**src/logic/vdd_pkg.sv**
```systemverilog
// Package for the valve driver discrete I/O block.
// Assumes a 20 MHz single clock and an AXI4-Lite register bus.
package vdd_pkg;
    localparam int          ADDR_W        = 8;
    localparam int          DATA_W        = 32;
    localparam logic [7:0]  OFS_CONFIG    = 8'h00;
    localparam logic [7:0]  OFS_SW_OUT    = 8'h04;
    localparam logic [7:0]  OFS_STATUS    = 8'h08;
    localparam logic [7:0]  OFS_IRQ_STAT  = 8'h0C;
    localparam logic [7:0]  OFS_IRQ_MASK  = 8'h10;
    // Config fields
    localparam int CFG_EN_AS_GPI   = 0;
    localparam int CFG_FLT_AS_GPO  = 1;
    localparam int CFG_GRAY        = 2;
    localparam int CFG_XDCR_CUR    = 3;
    localparam int CFG_W           = 4;
    // Status fields
    localparam int ST_ENABLE       = 0;
    localparam int ST_DRIVE        = 1;
    localparam int ST_FAULT        = 2;
    localparam int ST_SEL0         = 3;
    localparam int ST_SEL1         = 4;
    localparam int ST_PID_LSB      = 5;
    localparam int ST_W            = 7;
    // Event bits
    localparam int EV_ENABLE_CHG   = 0;
    localparam int EV_FAULT_SET    = 1;
    localparam int EV_PID_CHG      = 2;
    localparam int EV_W            = 3;
    localparam logic [1:0] RESP_OKAY   = 2'b00;
    localparam logic [1:0] RESP_SLVERR = 2'b10;
    localparam int CLK_HZ          = 20_000_000;
    localparam int DEBOUNCE_US     = 50;
    localparam int DEBOUNCE_CYC    = (CLK_HZ / 1_000_000) * DEBOUNCE_US;
    localparam int DB_W            = 11;
    localparam int NUM_IN          = 3;
endpackage

```
**src/logic/vdd_debounce.sv**
```systemverilog
// Synchroniser and debouncer for one on-off input pin.
// Assumes the pin is asynchronous to CLK.
`timescale 1ns/1ps
`default_nettype none
module vdd_debounce
    import vdd_pkg::*;
(
    input  wire logic CLK,
    input  wire logic RST,
    input  wire logic pin,
    output var  logic level,
    output var  logic changed
);
    typedef struct packed {
        logic [2:0]      sync;
        logic [DB_W-1:0] cnt;
        logic            level;
        logic            changed;
    } vdd_db_t;
    vdd_db_t st;
    vdd_db_t next_st;

    always_comb begin
        next_st = st;
        next_st.sync = {st.sync[1:0], pin};
        next_st.changed = 1'b0;
        // Count only stable agreement of stages two and three [RULE15]
        if (st.sync[1] != st.sync[2] || st.sync[2] == st.level) begin
            next_st.cnt = '0;
        end else if (st.cnt == DB_W'(DEBOUNCE_CYC - 1)) begin
            next_st.cnt = '0;
            next_st.level = st.sync[2];
            next_st.changed = 1'b1;
        end else begin
            next_st.cnt = st.cnt + DB_W'(1);
        end
    end

    always_ff @(posedge CLK) begin
        if (RST) begin
            st <= '0;
        end else begin
            st <= next_st;
        end
    end

    assign level = st.level;
    assign changed = st.changed;
endmodule
`default_nettype wire

```
**src/logic/vdd_axil_slave.sv**
```systemverilog
// AXI4-Lite slave front end: one write and one read at a time.
// Assumes a compliant master; exposes simple word strobes to the core.
`timescale 1ns/1ps
`default_nettype none
module vdd_axil_slave
    import vdd_pkg::*;
(
    input  wire logic              CLK,
    input  wire logic              RST,
    input  wire logic [ADDR_W-1:0] awaddr,
    input  wire logic              awvalid,
    output logic                   awready,
    input  wire logic [DATA_W-1:0] wdata,
    input  wire logic [3:0]        wstrb,
    input  wire logic              wvalid,
    output logic                   wready,
    output logic [1:0]             bresp,
    output logic                   bvalid,
    input  wire logic              bready,
    input  wire logic [ADDR_W-1:0] araddr,
    input  wire logic              arvalid,
    output logic                   arready,
    output logic [DATA_W-1:0]      rdata,
    output logic [1:0]             rresp,
    output logic                   rvalid,
    input  wire logic              rready,
    output logic                   wr_stb,
    output logic [ADDR_W-1:0]      wr_addr,
    output logic [DATA_W-1:0]      wr_data,
    output logic [3:0]             wr_strb,
    input  wire logic              wr_ok,
    output logic                   rd_stb,
    output logic [ADDR_W-1:0]      rd_addr,
    input  wire logic [DATA_W-1:0] rd_data,
    input  wire logic              rd_ok
);
    typedef struct packed {
        logic              aw_have;
        logic              w_have;
        logic [ADDR_W-1:0] awa;
        logic [DATA_W-1:0] wd;
        logic [3:0]        ws;
        logic              bvalid;
        logic [1:0]        bresp;
        logic              rvalid;
        logic [DATA_W-1:0] rdata;
        logic [1:0]        rresp;
    } vdd_ax_t;
    vdd_ax_t st;
    vdd_ax_t next_st;

    assign awready = !st.aw_have && !st.bvalid;
    assign wready  = !st.w_have && !st.bvalid;
    assign arready = !st.rvalid;
    assign wr_stb  = st.aw_have && st.w_have && !st.bvalid;
    assign wr_addr = st.awa;
    assign wr_data = st.wd;
    assign wr_strb = st.ws;
    assign rd_stb  = arvalid && arready;
    assign rd_addr = araddr;

    always_comb begin
        next_st = st;
        if (awvalid && awready) begin
            next_st.aw_have = 1'b1;
            next_st.awa = awaddr;
        end
        if (wvalid && wready) begin
            next_st.w_have = 1'b1;
            next_st.wd = wdata;
            next_st.ws = wstrb;
        end
        if (wr_stb) begin
            next_st.aw_have = 1'b0;
            next_st.w_have = 1'b0;
            next_st.bvalid = 1'b1;
            next_st.bresp = wr_ok ? RESP_OKAY : RESP_SLVERR;
        end else if (st.bvalid && bready) begin
            next_st.bvalid = 1'b0;
        end
        if (rd_stb) begin
            next_st.rvalid = 1'b1;
            next_st.rdata = rd_data;
            next_st.rresp = rd_ok ? RESP_OKAY : RESP_SLVERR;
        end else if (st.rvalid && rready) begin
            next_st.rvalid = 1'b0;
        end
    end

    always_ff @(posedge CLK) begin
        if (RST) begin
            st <= '0;
        end else begin
            st <= next_st;
        end
    end

    assign bvalid = st.bvalid;
    assign bresp  = st.bresp;
    assign rvalid = st.rvalid;
    assign rdata  = st.rdata;
    assign rresp  = st.rresp;
endmodule
`default_nettype wire

```
**src/logic/vdd_top.sv**
```systemverilog
// Discrete on-off I/O of a proportional valve driver with AXI4-Lite registers.
// Assumes 24 V pins are level-shifted to logic; fault detectors are plain levels.
// Function
// RULE1: Solenoid current flows only while enable input is high.
// RULE2: Low enable stops only solenoid drive; registers and monitoring stay live.
// RULE3: Config bit reassigns enable as generic input that no longer gates drive.
// RULE4: Basic variant repeats the enable level on a repeat output.
// RULE5: Fault output low while any fault present, high when healthy.
// RULE6: Faults: solenoid short/open, reference break in current range, transducer break.
// RULE7: Fault is computed independently of the enable input.
// RULE8: Config bit turns fault line into software-driven digital output.
// RULE9: Binary select: 00 set1, 01 set2, 10 set3, 11 set4.
// RULE10: Config bit switches select interpretation to Gray coding.
// RULE11: Active PID set follows select changes while running.
// RULE12: Dual-transducer force variant ignores second select input.
// RULE13: Transducer range bit selects voltage or current, default from option.
// RULE14: Gray select: 00 set1, 01 set2, 11 set3, 10 set4.
// RULE15: Each on-off input is synchronised and debounced before use.
//
// Our own choices: the AXI4-Lite interface to the registers and the register addresses.
`timescale 1ns/1ps
`default_nettype none
module vdd_top
    import vdd_pkg::*;
#(
    parameter logic BASIC_VARIANT                 = 1'b1,
    parameter logic DUAL_TRANSDUCER_FORCE_VARIANT = 1'b0,
    parameter logic XDCR_CURRENT_OPTION           = 1'b0
)
(
    input  wire logic                       CLK,
    input  wire logic                       RST,
    input  wire logic [vdd_pkg::ADDR_W-1:0] AWADDR,
    input  wire logic                       AWVALID,
    output logic                            AWREADY,
    input  wire logic [vdd_pkg::DATA_W-1:0] WDATA,
    input  wire logic [3:0]                 WSTRB,
    input  wire logic                       WVALID,
    output logic                            WREADY,
    output logic [1:0]                      BRESP,
    output logic                            BVALID,
    input  wire logic                       BREADY,
    input  wire logic [vdd_pkg::ADDR_W-1:0] ARADDR,
    input  wire logic                       ARVALID,
    output logic                            ARREADY,
    output logic [vdd_pkg::DATA_W-1:0]      RDATA,
    output logic [1:0]                      RRESP,
    output logic                            RVALID,
    input  wire logic                       RREADY,
    input  wire logic                       ENABLE_IN,
    input  wire logic                       PID_SELECT_BIT0,
    input  wire logic                       PID_SELECT_BIT1,
    input  wire logic                       SOLENOID_SHORT,
    input  wire logic                       SOLENOID_OPEN,
    input  wire logic                       REF_CABLE_BROKEN,
    input  wire logic                       REF_CURRENT_RANGE,
    input  wire logic                       XDCR_CABLE_BROKEN,
    output logic                            SOLENOID_DRIVE_EN,
    output logic                            REPEAT_ENABLE,
    output logic                            FAULT_OUT,
    output logic [1:0]                      PID_SET,
    output logic                            XDCR_CURRENT_RANGE,
    output logic                            IRQ
);
    typedef struct packed {
        logic [CFG_W-1:0] cfg;
        logic             sw_out;
        logic [EV_W-1:0]  irq_stat;
        logic [EV_W-1:0]  irq_mask;
        logic             drive;
        logic             rep;
        logic             fault_pin;
        logic             fault_q;
        logic [1:0]       pid;
        logic             seeded;
    } vdd_st_t;
    vdd_st_t st;
    vdd_st_t next_st;

    logic [NUM_IN-1:0] pin_in;
    logic [NUM_IN-1:0] lvl;
    logic [NUM_IN-1:0] chg;
    logic              wr_stb;
    logic [ADDR_W-1:0] wr_addr;
    logic [DATA_W-1:0] wr_data;
    logic [3:0]        wr_strb;
    logic              wr_ok;
    logic              rd_stb;
    logic [ADDR_W-1:0] rd_addr;
    logic [DATA_W-1:0] rd_data;
    logic              rd_ok;
    logic              fault_any;
    logic [1:0]        sel;
    logic [1:0]        pid_dec;
    logic [EV_W-1:0]   ev;

    // Decode select lines into set index 0..3
    function automatic logic [1:0] pid_decode(input logic [1:0] s, input logic gray);
        if (gray) begin
            pid_decode = {s[1], s[1] ^ s[0]}; // [RULE14] [RULE10]
        end else begin
            pid_decode = s; // [RULE9]
        end
    endfunction

    assign pin_in = {PID_SELECT_BIT1, PID_SELECT_BIT0, ENABLE_IN};

    for (genvar i = 0; i < NUM_IN; i++) begin : g_in
        vdd_debounce u_db (
            .CLK     (CLK),
            .RST     (RST),
            .pin     (pin_in[i]),
            .level   (lvl[i]),
            .changed (chg[i])
        );
    end

    vdd_axil_slave u_bus (
        .CLK     (CLK),
        .RST     (RST),
        .awaddr  (AWADDR),
        .awvalid (AWVALID),
        .awready (AWREADY),
        .wdata   (WDATA),
        .wstrb   (WSTRB),
        .wvalid  (WVALID),
        .wready  (WREADY),
        .bresp   (BRESP),
        .bvalid  (BVALID),
        .bready  (BREADY),
        .araddr  (ARADDR),
        .arvalid (ARVALID),
        .arready (ARREADY),
        .rdata   (RDATA),
        .rresp   (RRESP),
        .rvalid  (RVALID),
        .rready  (RREADY),
        .wr_stb  (wr_stb),
        .wr_addr (wr_addr),
        .wr_data (wr_data),
        .wr_strb (wr_strb),
        .wr_ok   (wr_ok),
        .rd_stb  (rd_stb),
        .rd_addr (rd_addr),
        .rd_data (rd_data),
        .rd_ok   (rd_ok)
    );

    // Reference break only counts in the current-loop range; no enable term here
    assign fault_any = SOLENOID_SHORT || SOLENOID_OPEN
                     || (REF_CABLE_BROKEN && REF_CURRENT_RANGE)
                     || XDCR_CABLE_BROKEN; // [RULE6] [RULE7]

    // Second select is absent on the dual-transducer force variant
    assign sel = {lvl[2] && !DUAL_TRANSDUCER_FORCE_VARIANT, lvl[1]}; // [RULE12]
    assign pid_dec = pid_decode(sel, st.cfg[CFG_GRAY]);

    assign ev[EV_ENABLE_CHG] = chg[0];
    assign ev[EV_FAULT_SET]  = fault_any && !st.fault_q;
    assign ev[EV_PID_CHG]    = st.seeded && (pid_dec != st.pid);

    always_comb begin
        wr_ok = 1'b1;
        case (wr_addr)
            OFS_CONFIG, OFS_SW_OUT, OFS_IRQ_MASK: wr_ok = 1'b1;
            default: wr_ok = 1'b0;
        endcase
    end

    always_comb begin
        rd_ok = 1'b1;
        rd_data = '0;
        case (rd_addr)
            OFS_CONFIG:   rd_data = DATA_W'(st.cfg);
            OFS_SW_OUT:   rd_data = DATA_W'(st.sw_out);
            OFS_STATUS:   rd_data = DATA_W'({st.pid, lvl[2], lvl[1],
                                             fault_any, st.drive, lvl[0]});
            OFS_IRQ_STAT: rd_data = DATA_W'(st.irq_stat);
            OFS_IRQ_MASK: rd_data = DATA_W'(st.irq_mask);
            default:      rd_ok = 1'b0;
        endcase
    end

    always_comb begin
        next_st = st;
        if (wr_stb && wr_strb[0]) begin
            case (wr_addr)
                OFS_CONFIG:   next_st.cfg = wr_data[CFG_W-1:0]; // [RULE13]
                OFS_SW_OUT:   next_st.sw_out = wr_data[0];
                OFS_IRQ_MASK: next_st.irq_mask = wr_data[EV_W-1:0];
                default:      next_st.cfg = st.cfg;
            endcase
        end
        // Read clears, but a same-cycle event survives
        if (rd_stb && rd_addr == OFS_IRQ_STAT) begin
            next_st.irq_stat = ev;
        end else begin
            next_st.irq_stat = st.irq_stat | ev;
        end
        // Drive gated by enable unless reassigned; nothing else stops [RULE1] [RULE2] [RULE3]
        next_st.drive = st.cfg[CFG_EN_AS_GPI] ? 1'b1 : lvl[0];
        next_st.rep = BASIC_VARIANT && lvl[0]; // [RULE4]
        next_st.fault_q = fault_any;
        next_st.fault_pin = st.cfg[CFG_FLT_AS_GPO] ? st.sw_out : !fault_any; // [RULE5] [RULE8]
        next_st.pid = pid_dec; // [RULE11]
        next_st.seeded = 1'b1;
    end

    always_ff @(posedge CLK) begin
        if (RST) begin
            st <= '0;
            st.cfg[CFG_XDCR_CUR] <= XDCR_CURRENT_OPTION; // [RULE13]
            st.fault_pin <= 1'b1;
        end else begin
            st <= next_st;
        end
    end

    assign SOLENOID_DRIVE_EN  = st.drive;
    assign REPEAT_ENABLE      = st.rep;
    assign FAULT_OUT          = st.fault_pin;
    assign PID_SET            = st.pid;
    assign XDCR_CURRENT_RANGE = st.cfg[CFG_XDCR_CUR];
    assign IRQ                = |(st.irq_stat & st.irq_mask);
endmodule
`default_nettype wire

```
**config.mk**
```make
export PLATFORM = sky130hd
export DESIGN_NAME = vdd_top
export DESIGN_NICKNAME = d
export VERILOG_FILES = /design/src/logic/vdd_pkg.sv /design/src/logic/vdd_debounce.sv /design/src/logic/vdd_axil_slave.sv /design/src/logic/vdd_top.sv
export SDC_FILE = /design/constraint.sdc
export NUM_CORES = 1
export LEC_CHECK = 0
export BUFFER_PORTS_ARGS = -buffer_cell sky130_fd_sc_hd__buf_2
export CAP_MARGIN = 40
export CELL_PAD_IN_SITES_DETAIL_PLACEMENT = 2
export CELL_PAD_IN_SITES_GLOBAL_PLACEMENT = 2
export CORE_MARGIN = 2
export CORE_UTILIZATION = 30
export CTS_CLUSTER_DIAMETER = 40
export DETAILED_ROUTE_END_ITERATION = 6
export PLACE_DENSITY_LB_ADDON = 0.1
export SYNTH_ARGS = -nofsm -noshare
export SYNTH_HDL_FRONTEND = slang
export SYNTH_SLANG_ARGS = --single-unit
```
**constraint.sdc**
```tcl
create_clock -name CLK -period 1.6 [get_ports CLK]
set_input_delay 0.32 -clock CLK [delete_from_list [all_inputs] [get_ports CLK]]
set_output_delay 0.32 -clock CLK [all_outputs]
set_load 0.01 [all_outputs]
```
==> metrics.json <==
{
  "cp_num_buf_inv": 2,
  "cp-start-kind": "flip-flop",
  "critical_path.max_stage_delay_ps": 430,
  "asyncSetResetFlopFracSynth": 0,
  "holdBufCountCts": 0,
  "setup_slack_ps": -33.02,
  "seqCellArea_um2": 1805,
  "route.detailed.vias_per_inst": 4.542,
  "min_period_ps": 1633,
  "post_synth_num_cell_types": 45,
  "tritoncts": "done",
  "antenna_cells_inserted": 0,
  "worstSetupEndpointType": "output pin",
  "grt_first_pass_wirelength_mm": 16.43,
  "grt_use_total": 0.1470,
  "fp.dieArea_um2": 14040,
  "insertion_delay_ps": 340,
  "fillCellCount": 1482,
  "totalWireLength_mm": 9.841,
  "drcViolationCount": 0,
  "overall_power_consumption_mw": 4.819,
  "synthesis.yosys.warnings": 0,
  "skew_ps": 5.174,
  "tritoncts.num_buffers": 9,
  "grt_pass1_vias": 3348,
  "core.rowCount": 41,
  "layout-drive-gt1-share": 0.2195,
  "synth_ff_type": "dfxtp_1",
  "cell_at_the_root_of_the_clock_tree": "clkbuf_16",
  "hold_path.class": "primary input to flip-flop",
  "grt_setup_unrepaired": "yes",
  "clk_transition_reported_paths_ps": 70,
  "tightest_slew_ps": 474.3,
  "placed_cells": 678,
  "critical_path_top_delay_cell": "a222oi_1",
  "die_width_um": 118.5,
  "timing.critical_path.required_ps": 1280,
  "drt_first_pass_iters": 4,
  "postSynthRegisterBits": 90,
  "synthesized_area_per_cell_um2": 8.800,
  "max-vdd-ir-drop_mv": 0.4598,
  "multi_input_logic_area_um2": 1839,
  "dpl_worst_slack_ps": -12.89,
  "number_of_antenna_violations_at_the_first_check_in_global_routing": 0,
  "finalSetupViolCount": 1,
  "synthToLayoutAreaGrowth_pct": 20.52,
  "number_of_clock_sinks": 90,
  "crit_fanout": 2,
  "synth.cell_area_um2": 3934,
  "die_h_um": 118.5,
  "htree_levels": 3,
  "route.vias.total": 3161,
  "grt.overflow.total": 0,
  "synth_sequential_area_ratio": 0.4580,
  "report.final.hold_viol_count": 0,
  "worst-endpoint-arrival_ps": 1310,
  "final_net_count": 589,
  "timing.critical_path.cells": "a222oi_1, inv_1, buf_2",
  "portBuffers": 56,
  "synth.area.top_cells": "dfxtp_1 46%, nor2_1 7.7%, buf_4 7.3%, xnor2_1 5.1%, mux2i_1 4.8%",
  "status": "finished with violations",
  "ios": 115,
  "dp_hpwl_mm": 7.528,
  "floorplan.initialDensity": 0.3092,
  "layoutNonFillerInstCount": 696,
  "timing.max_cap.violations": 0,
  "clock_tree.buffer_depth": 2,
  "post-route-period-util": 1.021,
  "power.static_leakage_nw": 1.941,
  "detailedRoute.firstIterationViolations": 100,
  "violations_in_the_final_reports": "negative setup slack",
  "syn_inst": 447,
  "gp_congestion": 0.7061,
  "maximum_number_of_pins_on_one_net_before_global_route_repair": 27,
  "timing_max_transition_violations_final": 0,
  "avgRoutedWirePerCell_um": 14.14,
  "number_of_synthesized_flops_with_an_enable_pin": 0,
  "synth_top_area_cell": "dfxtp_1",
  "drt.antenna.violating_nets": 0,
  "core_area_um2": 12720,
  "cell_family_with_the_largest_share_of_critical_path_delay": "compound AO/OA/AOI/OAI gates",
  "criticalPathCategory": "flip-flop to output pin",
  "power-per-cell-area_nw_per_um2": 1017,
  "synthDominantCellAreaShare": 0.4580,
  "fmax_mhz": 612.4,
  "max_slew_margin": 0.6756
}
==> stage by stage <==
step / setup TNS [ps] / util / cell area (um2) / hold slack [ps]
detailed placement: -12.89 / 0.3463 / 4405 / 428.4
global placement: -58.68 / 0.3463 / 4405 / 425.2
CTS: -69.90 / 0.3719 / 4731 / 173.4
floorplan: 0 / - / 4031 / 413.0
finish: -33.02 / 0.3726 / 4741 / 182.7
global route: -162.9 / 0.3726 / 4741 / 184.5
==> power breakdown <==
part / switching, mW / leakage (nW) / total (mW) / internal (mW)
sequential: 0.0363 / 0.733 / 2.33 / 2.29
clock: 0.899 / 0.145 / 2.19 / 1.29
combinational: 0.178 / 1.06 / 0.298 / 0.120
total: 1.11 / 1.94 / 4.82 / 3.71
==> layout by cell type, fill, tap and decap left out, types with 9 or more instances in the layout <==
master	count
buf_4	31
buf_2	56
nand2_1	39
a21oi_1	17
nor3_1	13
mux2i_1	19
nor2_1	81
nor2b_1	11
conb_1	27
clkbuf_16	9
dfxtp_1	87
inv_1	11
nand3_1	15
xnor2_1	23
==> routing by layer <==
metal,vias to the layer above,GRT usage,wire (um)
met5,-,0,0
met4,0,0.05580,169
met3,12,0.03137,301
met2,41,0.2713,5192
met1,1543,0.1643,4177
li1,1565,-,-
==> state kept, by name, summed over array words and instances, names as in the netlist <==
signal and count:
u_bus.bvalid 1, u_bus.wr_addr 8, u_bus.bresp 1, XDCR_CURRENT_RANGE 1, u_bus.rresp 1, u_bus.rvalid 1
u_bus.rdata 7, PID_SET 2, SOLENOID_DRIVE_EN 1, g_in.u_db.st 36, st 12, REPEAT_ENABLE 1
g_in.u_db.changed 1, u_bus.st 2, u_bus.wr_data 4, FAULT_OUT 1, u_bus.wr_strb 1, g_in.u_db.level 3
g_in.u_db.next_st 6
==> cell type report <==
type | count | area share
tap | 172 | 0.04539
timing repair buffer | 88 | 0.1124
multi-input combinational | 319 | 0.3880
inverter | 11 | 0.008709
sequential | 90 | 0.3808
clock inverter | 4 | 0.01056
clock buffer | 12 | 0.05410
==> Yosys cell counts, types with 2 or more instances <==
library cell,n
nand3_1,15
xnor2_1,23
a211oi_1,2
and2_1,4
inv_1,11
a21oi_1,17
xor2_1,7
nor2_1,81
nand2_1,39
dfxtp_1,90
buf_2,2
nor3b_1,3
nor3_1,13
nor2b_1,11
nand2b_1,2
o21ai_0,8
mux2_2,3
or3_1,3
a22oi_1,5
ha_1,3
buf_6,2
mux2i_1,19
nor4_1,3
nand4_1,8
nor4_2,2
buf_4,38
clkbuf_1,10
and3b_1,6
==> final timing paths <==
check	start	endpoint	slack, ps	cells past startpoint
worst max-delay path	st[9]$_SDFFE_PP0P_	IRQ	-30	3
worst min-delay path	ENABLE_IN	g_in[0].u_db.next_st[14]$_SDFF_PP0_	180	2
worst max register to register	g_in[1].u_db.st[6]$_SDFF_PP0_	g_in[1].u_db.st[5]$_SDFF_PP0_	90	5
worst min register to register	g_in[2].u_db.next_st[14]$_SDFF_PP0_	g_in[2].u_db.next_st[15]$_SDFF_PP0_	440	1
==> logic make-up (layout without fill, tap and decap cells) <==
group	Yosys count	count (layout)	share of synthesized area
AOI/OAI and AO/OA	37	37	0.05630
DFF	90	90	0.4580
xor gates and xnor gates	30	30	0.06679
adders and majority gates	3	3	0.009543
and+or+nand+nor	200	200	0.2497
muxes	22	22	0.05693
buffers and inverters	64	115	0.1018
other	1	27	0.0009533
==> repair_timing <==
| action | in CTS | in global routing |
|---|---|---|
| resized for setup | 3 | 2 |
| pin swaps | 1 | 0 |
| endpoints found under the hold margin | 0 | 0 |
| setup buffers | 2 | 0 |
| endpoints found under the setup margin | 1 | 12 |
No activity file was read; power rests on OpenSTA's default activity.
